**src/hw/i2c_seq_defs.vh**
```
// constants for the two-wire master sequencer
// assumes a 20 MHz reference clock
`ifndef I2C_SEQ_DEFS_VH
`define I2C_SEQ_DEFS_VH
`define I2C_FIFO_WIDTH    8
`define I2C_FIFO_DEPTH    16
`define I2C_FIFO_AW       4
`define I2C_RSV_HS_PFX    4'h1
`define I2C_RSV_TEN_PFX   5'h1e
`define I2C_RSV_FUTURE    5'h1f
`define I2C_RSV_ZERO_PFX  4'h0
`endif

```
**src/hw/i2c_tx_fifo.v**
```verilog
// flip-flop FIFO with valid/ready on both sides and a synchronous flush
// assumes one clock domain
`timescale 1ns/1ps
`default_nettype none
module i2c_tx_fifo #(
    parameter WIDTH = 8,
    parameter DEPTH = 16,
    parameter AW    = 4
) (
    input  wire             ref_clk,
    input  wire             nrst,
    input  wire             flush,
    input  wire [WIDTH-1:0] in_data,
    input  wire             in_valid,
    output wire             in_ready,
    output wire [WIDTH-1:0] out_data,
    output wire             out_valid,
    input  wire             out_ready,
    output wire [AW:0]      level
);
    reg [WIDTH-1:0] mem_ff [0:DEPTH-1];
    reg [AW-1:0]    wr_ff;
    reg [AW-1:0]    rd_ff;
    reg [AW:0]      cnt_ff;
    wire            push = in_valid && in_ready;
    wire            pop  = out_valid && out_ready;
    // full when the count reaches 2**AW, which is DEPTH
    assign in_ready  = !cnt_ff[AW];
    assign out_valid = (cnt_ff != {(AW+1){1'b0}});
    assign out_data  = mem_ff[rd_ff];
    assign level     = cnt_ff;
    always @(posedge ref_clk) begin
        if (push) begin
            mem_ff[wr_ff] <= in_data;
        end
    end
    always @(posedge ref_clk or negedge nrst) begin
        if (!nrst) begin
            wr_ff  <= {AW{1'b0}};
            rd_ff  <= {AW{1'b0}};
            cnt_ff <= {(AW+1){1'b0}};
        end else if (flush) begin
            wr_ff  <= {AW{1'b0}};
            rd_ff  <= {AW{1'b0}};
            cnt_ff <= {(AW+1){1'b0}};
        end else begin
            if (push) wr_ff <= wr_ff + 1'b1;
            if (pop)  rd_ff <= rd_ff + 1'b1;
            cnt_ff <= cnt_ff + {{AW{1'b0}}, push} - {{AW{1'b0}}, pop};
        end
    end
endmodule // i2c_tx_fifo
`default_nettype wire

```
**src/hw/i2c_master_sequencer.v**
```verilog
// master sequencer of a two-wire serial bus: START/RESTART/STOP, address
// bytes, byte transfers from a transmit FIFO, arbitration and bus-free wait
// assumes scl_in/sda_in come straight from pins; control bits are plain ports
// Overview of operation
// (RULE_01) address byte follows every START
// (RULE_02) seven-bit mode: one FIFO byte address
// (RULE_03) reserved address patterns are flagged
// (RULE_04) ten-bit: prefix then low byte, software-queued
// (RULE_05) start waits for a free bus
// (RULE_06) restart deferred, self-clears as it begins
// (RULE_07) start clears after STOP is driven
// (RULE_08) stop request generates STOP
// (RULE_09) start plus restart: START, later RESTART
// (RULE_10) restart plus stop: RESTART, both cleared
// (RULE_11) all three: stop cleared and ignored
// (RULE_12) master disabled forces requests to zero
// (RULE_13) software changes config only when idle
// (RULE_14) read: address acknowledged sets flag
// (RULE_15) receive acks until count, then NACK
// (RULE_16) software may prefill FIFO before start
// (RULE_17) empty FIFO stalls at byte start
// (RULE_18) FIFO drained: done, then RESTART or STOP
// (RULE_19) compare driven and sensed SDA per bit
// (RULE_20) lost arbitration: release, flags, flush, clear
// (RULE_21) own address after loss: become target
// (RULE_22) software clears lockout, reloads FIFO
// (RULE_23) busy bus: wait STOP plus low time
// (RULE_24) SCL low is (count+1) clock periods; the code drives it low count+2 periods or more
`timescale 1ns/1ps
`default_nettype none
`include "i2c_seq_defs.vh"
module i2c_master_sequencer (
    input  wire       ref_clk,
    input  wire       nrst,
    input  wire       master_enable,
    input  wire       start_set,
    input  wire       restart_set,
    input  wire       stop_set,
    input  wire       ten_bit_address_select,
    input  wire       scl_push_pull_select,
    input  wire       high_speed_select,
    input  wire [7:0] scl_low_count,
    input  wire [7:0] scl_high_count,
    input  wire [7:0] rx_count,
    input  wire [6:0] own_address,
    input  wire [7:0] tx_data,
    input  wire       tx_valid,
    output wire       tx_ready,
    input  wire       flag_clear,
    input  wire       lockout_clear,
    input  wire       scl_in,
    input  wire       sda_in,
    output reg        scl_out,
    output reg        scl_oe,
    output reg        sda_out,
    output reg        sda_oe,
    output reg        start_ff,
    output reg        restart_ff,
    output reg        stop_ff,
    output reg        arbitration_lost_flag,
    output reg        tx_lockout_ff,
    output reg        addr_ack_ff,
    output reg        done_ff,
    output reg        nack_ff,
    output reg        reserved_addr_ff,
    output reg        target_mode_ff,
    output reg        bus_busy_ff,
    output reg [7:0]  rx_data_ff,
    output reg        rx_strobe_ff
);
    localparam [8:0] S_IDLE  = 9'h001, S_WAIT  = 9'h002, S_START = 9'h004,
                     S_BIT   = 9'h008, S_ACK   = 9'h010, S_NEXT  = 9'h020,
                     S_RSTRT = 9'h040, S_STOP  = 9'h080, S_LOST  = 9'h100;

    // two-flop synchronisers; the first stage feeds only the second
    reg scl_m_ff, scl_s_ff, sda_m_ff, sda_s_ff, scl_d_ff, sda_d_ff;
    always @(posedge ref_clk or negedge nrst) begin
        if (!nrst) begin
            scl_m_ff <= 1'b1; scl_s_ff <= 1'b1; scl_d_ff <= 1'b1;
            sda_m_ff <= 1'b1; sda_s_ff <= 1'b1; sda_d_ff <= 1'b1;
        end else begin
            scl_m_ff <= scl_in; scl_s_ff <= scl_m_ff; scl_d_ff <= scl_s_ff;
            sda_m_ff <= sda_in; sda_s_ff <= sda_m_ff; sda_d_ff <= sda_s_ff;
        end
    end
    wire start_cond = scl_s_ff && scl_d_ff && sda_d_ff && !sda_s_ff;
    wire stop_cond  = scl_s_ff && scl_d_ff && !sda_d_ff && sda_s_ff;
    wire scl_rise   = scl_s_ff && !scl_d_ff;

    // reserved code check on the upper seven bits of an address byte
    function is_reserved;
        input [6:0] a;
        begin
            is_reserved = (a[6:3] == `I2C_RSV_ZERO_PFX) || (a[6:3] == `I2C_RSV_HS_PFX) ||
                          (a[6:2] == `I2C_RSV_TEN_PFX) || (a[6:2] == `I2C_RSV_FUTURE);
        end
    endfunction

    reg        pop_ff;
    wire [7:0] fifo_data;
    wire       fifo_valid;
    wire [`I2C_FIFO_AW:0] fifo_level;
    reg        flush_ff;
    i2c_tx_fifo #(
        .WIDTH (`I2C_FIFO_WIDTH),
        .DEPTH (`I2C_FIFO_DEPTH),
        .AW    (`I2C_FIFO_AW)
    ) u_fifo (
        .ref_clk   (ref_clk),
        .nrst      (nrst),
        .flush     (flush_ff),
        .in_data   (tx_data),
        .in_valid  (tx_valid && !tx_lockout_ff),
        .in_ready  (tx_ready),
        .out_data  (fifo_data),
        .out_valid (fifo_valid),
        .out_ready (pop_ff),
        .level     (fifo_level)
    );

    reg [8:0] st_ff;
    reg [7:0] tim_ff;          // scl phase timer
    reg [1:0] ph_ff;           // 0 low,1/2/3 high sub-phases
    reg [2:0] bit_ff;
    reg [7:0] sh_ff;
    reg [7:0] cnt_ff;          // bytes still to receive
    reg       addr_ph_ff;      // current byte is an address byte
    reg       rd_ff;           // read direction latched from address
    reg       ten_sec_ff;      // second ten-bit address byte follows
    reg       snoop_ok_ff;     // own address still matches while snooping
    reg [3:0] snoop_cnt_ff;

    wire low_done  = (tim_ff == scl_low_count);   // [RULE_24]
    wire high_done = (tim_ff == scl_high_count);

    always @(posedge ref_clk or negedge nrst) begin
        if (!nrst) begin
            st_ff <= S_IDLE; tim_ff <= 8'h00; ph_ff <= 2'h0; bit_ff <= 3'h0;
            sh_ff <= 8'h00; cnt_ff <= 8'h00; addr_ph_ff <= 1'b0; rd_ff <= 1'b0;
            ten_sec_ff <= 1'b0; pop_ff <= 1'b0; flush_ff <= 1'b0;
            scl_out <= 1'b1; scl_oe <= 1'b0; sda_out <= 1'b0; sda_oe <= 1'b0;
            start_ff <= 1'b0; restart_ff <= 1'b0; stop_ff <= 1'b0;
            arbitration_lost_flag <= 1'b0; tx_lockout_ff <= 1'b0;
            addr_ack_ff <= 1'b0; done_ff <= 1'b0; nack_ff <= 1'b0;
            reserved_addr_ff <= 1'b0; target_mode_ff <= 1'b0; bus_busy_ff <= 1'b0;
            rx_data_ff <= 8'h00; rx_strobe_ff <= 1'b0;
            snoop_ok_ff <= 1'b0; snoop_cnt_ff <= 4'h0;
        end else begin
            pop_ff <= 1'b0;
            flush_ff <= 1'b0;
            rx_strobe_ff <= 1'b0;
            // software clears; hardware sets below win in the same cycle
            if (flag_clear) begin
                arbitration_lost_flag <= 1'b0; addr_ack_ff <= 1'b0;
                done_ff <= 1'b0; nack_ff <= 1'b0; reserved_addr_ff <= 1'b0;
                target_mode_ff <= 1'b0;
            end
            if (lockout_clear) tx_lockout_ff <= 1'b0;  // [RULE_22]
            if (start_set)   start_ff   <= 1'b1;
            if (restart_set) restart_ff <= 1'b1;
            if (stop_set)    stop_ff    <= 1'b1;
            if (start_cond) bus_busy_ff <= 1'b1;
            else if (stop_cond) bus_busy_ff <= 1'b0;
            tim_ff <= tim_ff + 8'h01;
            // drive SCL actively high only in push-pull mode
            scl_out <= 1'b0;
            case (st_ff)
                S_IDLE: begin
                    scl_oe <= 1'b0; sda_oe <= 1'b0;
                    tim_ff <= 8'h00;
                    if (start_ff && master_enable && !start_cond) begin
                        st_ff <= S_WAIT;               // [RULE_05]
                    end
                end
                S_WAIT: begin
                    // bus must stay idle for one low period before START
                    if (bus_busy_ff || !scl_s_ff || !sda_s_ff || start_cond) begin
                        tim_ff <= 8'h00;               // [RULE_23]
                    end else if (low_done && fifo_valid) begin
                        st_ff <= S_START; tim_ff <= 8'h00;
                    end
                end
                S_START, S_RSTRT: begin
                    // restart: full low phase, SCL high with SDA free, then as START
                    scl_oe <= scl_push_pull_select;
                    scl_out <= 1'b1;
                    if (st_ff == S_RSTRT && ph_ff == 2'h0) begin
                        scl_oe <= 1'b1; scl_out <= 1'b0; sda_oe <= 1'b0;
                        if (low_done) begin ph_ff <= 2'h3; tim_ff <= 8'h00; end
                    end else if (st_ff == S_RSTRT && ph_ff == 2'h3) begin
                        sda_oe <= 1'b0;
                        if (high_done) begin ph_ff <= 2'h1; tim_ff <= 8'h00; end
                    end else begin
                        if (st_ff == S_RSTRT) restart_ff <= 1'b0; // [RULE_06]
                        sda_oe <= 1'b1; sda_out <= 1'b0;
                        if (high_done) begin
                            st_ff <= S_NEXT; tim_ff <= 8'h00; ph_ff <= 2'h0;
                            scl_oe <= 1'b1; scl_out <= 1'b0;
                            addr_ph_ff <= 1'b1;        // [RULE_01]
                            ten_sec_ff <= ten_bit_address_select;  // [RULE_04]
                        end
                    end
                end
                S_NEXT: begin
                    // byte boundary with SCL low
                    scl_oe <= 1'b1;
                    if (addr_ph_ff || !rd_ff) begin
                        if (fifo_valid) begin
                            sh_ff <= fifo_data; pop_ff <= 1'b1; // [RULE_02]
                            if (addr_ph_ff && !ten_sec_ff) begin
                                rd_ff <= fifo_data[0];
                                reserved_addr_ff <= is_reserved(fifo_data[7:1]) |
                                                    reserved_addr_ff; // [RULE_03]
                            end
                            bit_ff <= 3'h7; ph_ff <= 2'h0; tim_ff <= 8'h00;
                            st_ff <= S_BIT;
                        end else if (restart_ff) begin
                            done_ff <= 1'b1;           // [RULE_18]
                            st_ff <= S_RSTRT; ph_ff <= 2'h0; tim_ff <= 8'h00; // [RULE_10]
                            stop_ff <= 1'b0;
                        end else if (stop_ff) begin
                            done_ff <= 1'b1;
                            st_ff <= S_STOP; ph_ff <= 2'h0; tim_ff <= 8'h00; // [RULE_08]
                        end
                        // otherwise hold SCL low and wait for data [RULE_17]
                    end else begin
                        bit_ff <= 3'h7; ph_ff <= 2'h0; tim_ff <= 8'h00;
                        st_ff <= S_BIT;
                    end
                end
                S_BIT: begin
                    if (ph_ff == 2'h0) begin
                        scl_oe <= 1'b1;
                        sda_oe <= (rd_ff && !addr_ph_ff) ? 1'b0 : !sh_ff[bit_ff];
                        sda_out <= 1'b0;
                        if (low_done) begin ph_ff <= 2'h2; tim_ff <= 8'h00; end
                    end else begin
                        scl_oe <= scl_push_pull_select;
                        scl_out <= 1'b1;
                        if (!scl_s_ff) tim_ff <= 8'h00;  // clock stretch/synchronise
                        if (scl_rise && !(rd_ff && !addr_ph_ff) && sh_ff[bit_ff] && !sda_s_ff) begin
                            st_ff <= S_LOST;           // [RULE_19]
                        end else if (scl_rise && rd_ff && !addr_ph_ff) begin
                            rx_data_ff <= {rx_data_ff[6:0], sda_s_ff};
                        end
                        if (high_done && scl_s_ff) begin
                            tim_ff <= 8'h00; ph_ff <= 2'h0;
                            scl_oe <= 1'b1; scl_out <= 1'b0;
                            if (bit_ff == 3'h0) st_ff <= S_ACK;
                            else bit_ff <= bit_ff - 3'h1;
                        end
                    end
                end
                S_ACK: begin
                    if (ph_ff == 2'h0) begin
                        scl_oe <= 1'b1;
                        // receiving: ack until count reached, nack the last [RULE_15]
                        sda_oe <= rd_ff && !addr_ph_ff && (cnt_ff != 8'h01);
                        sda_out <= 1'b0;
                        if (low_done) begin ph_ff <= 2'h2; tim_ff <= 8'h00; end
                    end else begin
                        scl_oe <= scl_push_pull_select;
                        scl_out <= 1'b1;
                        if (!scl_s_ff) tim_ff <= 8'h00;
                        if (high_done && scl_s_ff) begin
                            tim_ff <= 8'h00; ph_ff <= 2'h0;
                            scl_oe <= 1'b1; scl_out <= 1'b0; sda_oe <= 1'b0;
                            st_ff <= S_NEXT;
                            if (rd_ff && !addr_ph_ff) begin
                                rx_strobe_ff <= 1'b1;
                                cnt_ff <= cnt_ff - 8'h01;
                                if (cnt_ff == 8'h01) begin
                                    done_ff <= 1'b1;
                                    if (restart_ff) begin
                                        st_ff <= S_RSTRT; stop_ff <= 1'b0;
                                    end else begin
                                        st_ff <= S_STOP;
                                    end
                                end
                            end else if (sda_s_ff) begin
                                nack_ff <= 1'b1;
                                st_ff <= S_STOP;
                            end else begin
                                if (addr_ph_ff && !ten_sec_ff) begin
                                    addr_ack_ff <= 1'b1;    // [RULE_14]
                                    addr_ph_ff <= 1'b0;
                                    cnt_ff <= rx_count;
                                end
                                ten_sec_ff <= 1'b0;
                            end
                        end
                    end
                end
                S_STOP: begin
                    // SDA low, release SCL, then release SDA
                    sda_oe <= (ph_ff != 2'h2);
                    sda_out <= 1'b0;
                    scl_oe <= (ph_ff == 2'h0) ? 1'b1 : scl_push_pull_select;
                    scl_out <= (ph_ff != 2'h0);
                    if (ph_ff == 2'h0 && low_done) begin ph_ff <= 2'h1; tim_ff <= 8'h00; end
                    if (ph_ff == 2'h1 && high_done) begin ph_ff <= 2'h2; tim_ff <= 8'h00; end
                    if (ph_ff == 2'h2 && high_done) begin
                        ph_ff <= 2'h0; st_ff <= S_IDLE;
                        start_ff <= 1'b0; stop_ff <= 1'b0;   // [RULE_07]
                    end
                end
                S_LOST: begin
                    scl_oe <= 1'b0; sda_oe <= 1'b0;      // [RULE_20]
                    arbitration_lost_flag <= 1'b1;
                    tx_lockout_ff <= 1'b1; flush_ff <= 1'b1;
                    start_ff <= 1'b0; restart_ff <= 1'b0; stop_ff <= 1'b0;
                    ph_ff <= 2'h0;
                    st_ff <= S_IDLE;
                end
                default: st_ff <= S_IDLE;
            endcase
            // start and restart together: the restart waits in restart_ff [RULE_09] [RULE_11]
            if (start_ff && restart_ff && stop_ff && st_ff == S_START) stop_ff <= 1'b0;
            if (!master_enable) begin
                start_ff <= 1'b0; restart_ff <= 1'b0; stop_ff <= 1'b0;  // [RULE_12]
            end
            // watch other masters' address bytes for our own address
            if (start_cond) begin
                snoop_cnt_ff <= 4'h0; snoop_ok_ff <= 1'b1;
            end else if (scl_rise && snoop_cnt_ff < 4'h8) begin
                snoop_cnt_ff <= snoop_cnt_ff + 4'h1;
                if (snoop_cnt_ff < 4'h7 && sda_s_ff != own_address[3'h6 - snoop_cnt_ff[2:0]])
                    snoop_ok_ff <= 1'b0;
                if (snoop_cnt_ff == 4'h7 && snoop_ok_ff && st_ff != S_BIT && st_ff != S_ACK &&
                    arbitration_lost_flag) begin
                    target_mode_ff <= 1'b1;       // [RULE_21]
                end
            end
        end
    end
endmodule // i2c_master_sequencer
`default_nettype wire

```
**config.mk**
```make
export PLATFORM = sky130hd
export DESIGN_NAME = i2c_master_sequencer
export DESIGN_NICKNAME = d
export VERILOG_FILES = /design/src/hw/i2c_tx_fifo.v /design/src/hw/i2c_master_sequencer.v
export VERILOG_INCLUDE_DIRS = /design/src /design/src/hw
export SDC_FILE = /design/constraint.sdc
export NUM_CORES = 1
export LEC_CHECK = 0
export CAP_MARGIN = 20
export CORE_UTILIZATION = 40
export CTS_BUF_LIST = sky130_fd_sc_hd__clkbuf_16
export DETAILED_ROUTE_END_ITERATION = 8
export DONT_BUFFER_PORTS = 1
export PLACE_DENSITY = 0.65
export SETUP_SLACK_MARGIN = 0.3
export SKIP_LAST_GASP = 1
export SYNTH_ARGS = -nofsm -noshare
export SYNTH_HDL_FRONTEND = slang
export SYNTH_SLANG_ARGS = --single-unit
export TNS_END_PERCENT = 50
```
**constraint.sdc**
```tcl
create_clock -name ref_clk -period 5.15 [get_ports ref_clk]
set_clock_uncertainty 0.1 [all_clocks]
set_input_delay 0.2575 -clock ref_clk [delete_from_list [all_inputs] [get_ports ref_clk]]
set_output_delay 0.2575 -clock ref_clk [all_outputs]
set_load 0.05 [all_outputs]
```
==> flow_summary.yaml, run 1 <==
synthesis:
  yosysWarningCount: 0
  synth_largest_area_cell: "sky130_fd_sc_hd__edfxtp_1"
  synth_cell_types: 83
  yosys-top-cells-area: "sky130_fd_sc_hd__edfxtp_1 (38%), sky130_fd_sc_hd__dfrtp_1 (20%), sky130_fd_sc_hd__mux4_2 (8.7%)"
  dominantRegCellSynth: "sky130_fd_sc_hd__edfxtp_1"
  cell_area_after_synthesis_um2: 10070
  syn-num-nets: 797
  synthesis.instances: 726
  synth_seq_cells: 218
  number_of_enable_flip_flop_cells_after_synthesis: 128
  syn_avg_cell_area_um2: 13.87
  ys_seq_area_frac: 0.6062
  synthArstFlopShare: 0.4128
  top_area_cell_type_share_of_the_netlist_area: 0.3816
placed_design:
  dpl.cell_count: 1022
  place_area_um2: 10370
  post-dp-hpwl_um: 13970
  finalWeightedCongestion: 0.9060
  pre_cts_ws_ps: 1807
  placement.io_buffers: 0
die:
  die_height_um: 160.7
  placeableCoreArea_um2: 24530
  initial_core_util: 0.4105
  dieArea_um2: 25820
  num_io_pins: 78
  num_rows: 57
  die-width_um: 160.7
power_and_ir_drop:
  post-layout-total-power_mw: 5.240
  powerDensity_nw_per_um2: 457.9
  vdd.ir_drop.worst_v: 0.0003184
  pleak_nw: 4.242
status:
  outcome: "finished, final reports clean"
timing:
  timing.fmax_mhz: 298.1
  final-max-slew-violation-count: 0
  worst_slew_margin_rel: 0.3196
  sum_neg_setup_slack_ps: 0
  worstMarginPinSlew_ps: 1012
  final_period_demand_of_the_worst_path_ps: 3354
  finalSetupViolations: 0
  post-route-worst-setup-slack_ps: 1796
  layout_worst_path_cycle_share: 0.6513
  grt_setup_unrepaired: "no"
  hold_viol: 0
  fin_worst_hold_slack_ps: 187.7
route:
  drt_iter0_markers: 401
  totalWireLength_um: 20610
  post-route-drc-count: 0
  detailroute.via_count: 5980
  final_antenna_net_count: 0
  drt-wirelength-per-cell_um: 18.86
  mean_number_of_vias_per_cell: 5.471
  detail_route.first_pass.iterations: 5
worst_setup_path:
  crit_family: "simple AND/OR/NAND/NOR gates"
  worst_path_class_setup: "flip-flop to flip-flop"
  regToRegSetupSlack_ps: 1800
  crit_required_ps: 5480
  worstPathBufferInverterCount: 2
  r2r_end: "u_fifo.level[4]"
  path_max_fanout: 5
  setup_crit_start: "u_fifo.level[3]"
  path_common_cell: "sky130_fd_sc_hd__ha_1"
  worst_setup_path_end_kind: "flip-flop"
  critical_path_arrival_ps: 3690
  critical_path.cell_chain: "inv_1 -> ha_1 -> or4b_2 -> and2_1 -> ha_1 -> inv_1 -> ha_1 -> fa_1 -> a21oi_1 -> nor2_1 -> or3_1 -> a21oi_1"
  timing.reg2reg.worst_path_depth: 12
  slowest_stage_delay_cp_ps: 630
  startpoint_type: "flip-flop"
  r2r-start: "u_fifo.level[3]"
  critical_path.slowest_cell: "sky130_fd_sc_hd__or4b_2"
layout:
  regArea_um2: 6108
  num_antenna_cells: 0
  multiInputGateArea_um2: 3742
  nFillCells: 2159
  drive_gt1_frac: 0.1651
  area_growth_pct: 13.60
  fin_area_um2: 11440
  finish.net_count: 823
  final_core_util: 0.4664
  fin_cells: 1093
job:
  max_cap_viol_count: 0
clock_tree:
  cts_buffer_depth: 3
  clock_tree.htree_level_count: 1
  total_of_hold_buffers_inserted_after_clock_tree_synthesis: 28
  ctsResizeCount: 0
  cts.reportedPaths.clkPinSlew_ps: 60
  cts-root-buf: "sky130_fd_sc_hd__clkbuf_16"
  cts_setup_buffers: 0
  cts_inserted_buffers: 24
  cts_sinks: 218
  cts_tree: "built"
  clk_latency_ps: 510
global_route:
  grt_max_degree: 91
  grt_antenna_before_repair: 1
  via_count_of_the_first_global_routing_pass: 6067
  grt_usage: 0.1631
  grt_pass1_wl_um: 33060
  grt.overflow.total: 0
hold_path:
  hold_path.class: "primary input to flip-flop"
  startpoint_of_the_lowest_slack_hold_path: "sda_in"
  min_to: "sda_m_ff"
  hold-path-cell-count: 1
-- state kept, by name (all words and copies together), names as in the netlist, 5 cells and up --
register       flops
st_ff              9
cnt_ff             8
u_fifo.level       5
tim_ff             8
u_fifo.mem_ff    128
rx_data_ff         8
sh_ff              8
-- placed cells by master (no fill, tap or decap), drive strengths merged, types with 8 or more instances in the layout --
| cell | synthesis | routed |
|---|---|---|
| nor3 | 18 | 18 |
| nor2 | 56 | 56 |
| nand2 | 35 | 35 |
| xnor2 | 20 | 20 |
| and2 | 19 | 19 |
| nand4 | 13 | 13 |
| a22oi | 9 | 9 |
| xor2 | 18 | 18 |
| dfrtp | 82 | 82 |
| inv | 24 | 30 |
| edfxtp | 128 | 128 |
| nor4 | 8 | 8 |
| dfstp | 8 | 8 |
| o21ai | 28 | 28 |
| nand3 | 14 | 14 |
| clkbuf | 22 | 24 |
| dlygate4sd3 | 0 | 27 |
| clkinv | 0 | 9 |
| mux4 | 39 | 39 |
| ha | 17 | 17 |
| a21oi | 27 | 27 |
| nor2b | 10 | 10 |
| mux2 | 23 | 23 |
-- worst max-delay path by stage --
stage	slack (ps)	endpoint	cells after the start
6_report	1800	u_fifo.level[4]	12
3_5_place_dp	1810	u_fifo.level[4]	12
5_1_grt	1620	u_fifo.level[4]	12
4_1_cts	1780	u_fifo.level[4]	12
2_1_floorplan	1940	u_fifo.level[4]	13
3_3_place_gp	1820	u_fifo.level[4]	12
-- logic make-up after synthesis --
kind of cell,share of synthesized area
adders and majority gates,0.02410
muxes,0.1163
other,0.0003723
AOI/OAI and AO/OA,0.07677
DFF,0.6062
xor gates and xnor gates,0.03304
buffers and inverters,0.02224
and+or+nand+nor,0.1210
-- power by group --
group          switching (mW)  internal (mW)
sequential              0.265           2.07
combinational           0.618          0.613
clock                   0.674          0.998
total                    1.56           3.68
-- cells in the mapped netlist (4+ instances only) --
cell type and count:
sky130_fd_sc_hd__xor2_1 18, sky130_fd_sc_hd__inv_1 24, sky130_fd_sc_hd__buf_2 4, sky130_fd_sc_hd__nand2_1 35, sky130_fd_sc_hd__nand4_1 13, sky130_fd_sc_hd__clkbuf_1 21
sky130_fd_sc_hd__nor2_1 56, sky130_fd_sc_hd__edfxtp_1 128, sky130_fd_sc_hd__nand2b_1 4, sky130_fd_sc_hd__nand3_1 13, sky130_fd_sc_hd__a31oi_1 5, sky130_fd_sc_hd__and2_1 19
sky130_fd_sc_hd__a21oi_1 27, sky130_fd_sc_hd__and3_1 7, sky130_fd_sc_hd__nor4_1 4, sky130_fd_sc_hd__o21ai_0 25, sky130_fd_sc_hd__nor3_1 13, sky130_fd_sc_hd__nor3_2 4
sky130_fd_sc_hd__dfstp_2 8, sky130_fd_sc_hd__dfrtp_1 82, sky130_fd_sc_hd__nor3b_1 6, sky130_fd_sc_hd__xnor2_1 20, sky130_fd_sc_hd__nor2b_1 10, sky130_fd_sc_hd__a22oi_1 9
sky130_fd_sc_hd__ha_1 17, sky130_fd_sc_hd__mux4_2 39, sky130_fd_sc_hd__or3_1 7, sky130_fd_sc_hd__mux2_2 19
-- cell type report --
| class | instances | area share |
|---|---|---|
| clock buffer | 24 | 0.05249 |
| clock inverter | 19 | 0.01531 |
| multi-input combinational | 453 | 0.3271 |
| sequential | 218 | 0.5338 |
| inverter | 24 | 0.007873 |
| timing repair buffer | 31 | 0.02799 |
| tap | 324 | 0.03543 |
-- metal layers --
layer	vias to the layer above	GRT usage	wire length, µm
met5	-	0	13
met4	2	0.05541	609
met3	44	0.03022	995
met2	164	0.2690	9980
met1	2954	0.2166	9011
li1	2816	-	-
(Power assumes the default switching activity.)
==> run 2: changes to the inputs <==
==> constraint.sdc (replaced) <==
create_clock -name ref_clk -period 3.3 [get_ports ref_clk]
set_clock_uncertainty 0.1 [all_clocks]
set_input_delay 0.165 -clock ref_clk [delete_from_list [all_inputs] [get_ports ref_clk]]
set_output_delay 0.165 -clock ref_clk [all_outputs]
set_load 0.05 [all_outputs]
==> flow_summary.yaml, run 2 (synthesized netlist as in run 1, its figures left out) <==
global_route:
  grt_antenna_before_repair: 3
  global_route.usage.met1: 0.2195
  grt_max_degree: 91
  grt.overflow.total: 0
  grtUsageMet2: 0.2656
  met3_usage: 0.03306
  via_count_of_the_first_global_routing_pass: 6107
  grt_usage: 0.1617
  grt_pass1_wl_um: 33000
  gr-max-usage-layer: "met2"
worst_setup_path:
  slowest_stage_delay_cp_ps: 470
  critical_path_arrival_ps: 3280
  worst_setup_path_end_kind: "flip-flop"
  startpoint_type: "flip-flop"
  crit_required_ps: 3630
  path_max_fanout: 2
  path_common_cell: "sky130_fd_sc_hd__ha_4"
  crit_family: "simple AND/OR/NAND/NOR gates"
  regToRegSetupSlack_ps: 360
  worstPathBufferInverterCount: 2
  critical_path.cell_chain: "inv_2 -> ha_4 -> or4b_4 -> and2_4 -> ha_4 -> inv_2 -> ha_4 -> fa_2 -> a21oi_2 -> nor2_2 -> or3_1 -> a21oi_2"
  critical_path.slowest_cell: "sky130_fd_sc_hd__or4b_4"
  worst_path_class_setup: "flip-flop to flip-flop"
timing:
  final-max-slew-violation-count: 0
  final_period_demand_of_the_worst_path_ps: 2945
  layout_worst_path_cycle_share: 0.8924
  finalSetupViolations: 0
  fin_worst_hold_slack_ps: 105.7
  worst_slew_margin_rel: 0.5725
  sum_neg_setup_slack_ps: 0
  grt_setup_unrepaired: "yes"
  hold_viol: 0
  timing.fmax_mhz: 339.6
  worstMarginPinSlew_ps: 641.2
placed_design:
  place_area_um2: 10510
  post-dp-hpwl_um: 13810
  placement.io_buffers: 0
  finalWeightedCongestion: 0.9161
clock_tree:
  cts_inserted_buffers: 24
  cts.reportedPaths.clkPinSlew_ps: 50
  clock_tree.htree_level_count: 1
  cts_sinks: 218
  cts_buffer_depth: 3
  cts_tree: "built"
  cts-root-buf: "sky130_fd_sc_hd__clkbuf_16"
  clk_latency_ps: 530
route:
  totalWireLength_um: 20240
  post-route-drc-count: 0
  final_antenna_net_count: 0
  detail_route.first_pass.iterations: 7
  drt-wirelength-per-cell_um: 18.16
  drt_iter0_markers: 374
  detailroute.via_count: 6040
  mean_number_of_vias_per_cell: 5.417
status:
  outcome: "finished, final reports clean"
power_and_ir_drop:
  post-layout-total-power_mw: 8.237
  vdd.ir_drop.worst_v: 0.0004544
  powerDensity_nw_per_um2: 707.2
  pleak_nw: 4.351
layout:
  largest_register_ffs: 128
  finish.net_count: 843
  area_growth_pct: 15.64
  largest-register: "u_fifo.mem_ff"
  most-common-layout-cells: "sky130_fd_sc_hd__edfxtp_1 (128), sky130_fd_sc_hd__dfrtp_1 (81), sky130_fd_sc_hd__nor2_1 (55), sky130_fd_sc_hd__mux4_2 (39), sky130_fd_sc_hd__nand2_1 (35)"
  drive_gt1_frac: 0.1952
  layout_top_registers: "u_fifo.mem_ff x128, st_ff x9"
  fin_area_um2: 11650
  most_frequent_standard_cell_in_the_layout_excluding_fill_and_tap_cells: "sky130_fd_sc_hd__edfxtp_1"
die:
  num_io_pins: 78
  die_height_um: 160.7
  dieArea_um2: 25820
  num_rows: 57
  placeableCoreArea_um2: 24530
  initial_core_util: 0.4105
  die-width_um: 160.7
hold_path:
  hold_path.class: "primary input to flip-flop"
job:
  max_cap_viol_count: 0
-- run 2: cell count changes in the layout (fill, tap and decap cells not counted), sizes merged --
cell,previous run,this run
buf,4,24
bufinv,3,2
clkinv,9,8
clkinvlp,1,0
diode,0,2
inv,30,33
-- run 2: final timing paths --
| kind | cells past startpoint | startpoint | end |
|---|---|---|---|
| max | 12 | u_fifo.level[3] | u_fifo.level[4] |
| max reg2reg | 12 | u_fifo.level[3] | u_fifo.level[4] |
| max in group asynchronous | 2 | nrst | sda_m_ff |
| min | 1 | scl_in | scl_m_ff |
| min reg2reg | 0 | sda_m_ff | sda_s_ff |
| min in group asynchronous | 2 | nrst | addr_ack_ff |
-- run 2: layout make-up --
| class | count | area (µm²) |
|---|---|---|
| multi-input combinational | 453 | 3799 |
| tap | 324 | 405.4 |
| antenna | 2 | 5.005 |
| fill | 2151 | 12890 |
| clock buffer | 24 | 600.6 |
| inverter | 24 | 90.09 |
| sequential | 218 | 6107 |
| timing repair buffer | 51 | 483.0 |
| clock inverter | 19 | 157.7 |
-- run 2: metal layers --
layer,vias to the layer above,share of wire
li1,2853,-
met1,3004,0.44
met2,151,0.49
met3,30,0.054
met4,2,0.017
met5,-,0.00049
-- run 2: power by group --
| part | switching [mW] | total, mW | internal [mW] | leakage (nW) |
|---|---|---|---|---|
| registers | 0.298 | 3.53 | 3.23 | 2.31 |
| clock network | 1.05 | 2.53 | 1.48 | 0.398 |
| logic | 1.11 | 2.18 | 1.06 | 1.65 |
| total | 2.46 | 8.24 | 5.78 | 4.35 |
-- run 2: repair_timing --
item | 4_1_cts | 5_1_grt
gates resized for setup | 2 | 9
pin swaps | 0 | 8
hold endpoints to repair | 241 | 0
hold buffers | 28 | 0
setup buffers | 0 | 4
setup endpoints to repair | 1 | 1
-- run 2: stage by stage --
step                setup slack, ps  instances    util
finish                        355.2       1115  0.4748
global route                  244.2       1114  0.4747
CTS                           302.6       1109  0.4716
detailed placement            266.9       1038  0.4285
global placement              276.7       1038  0.4285
floorplan                     354.2        726       -
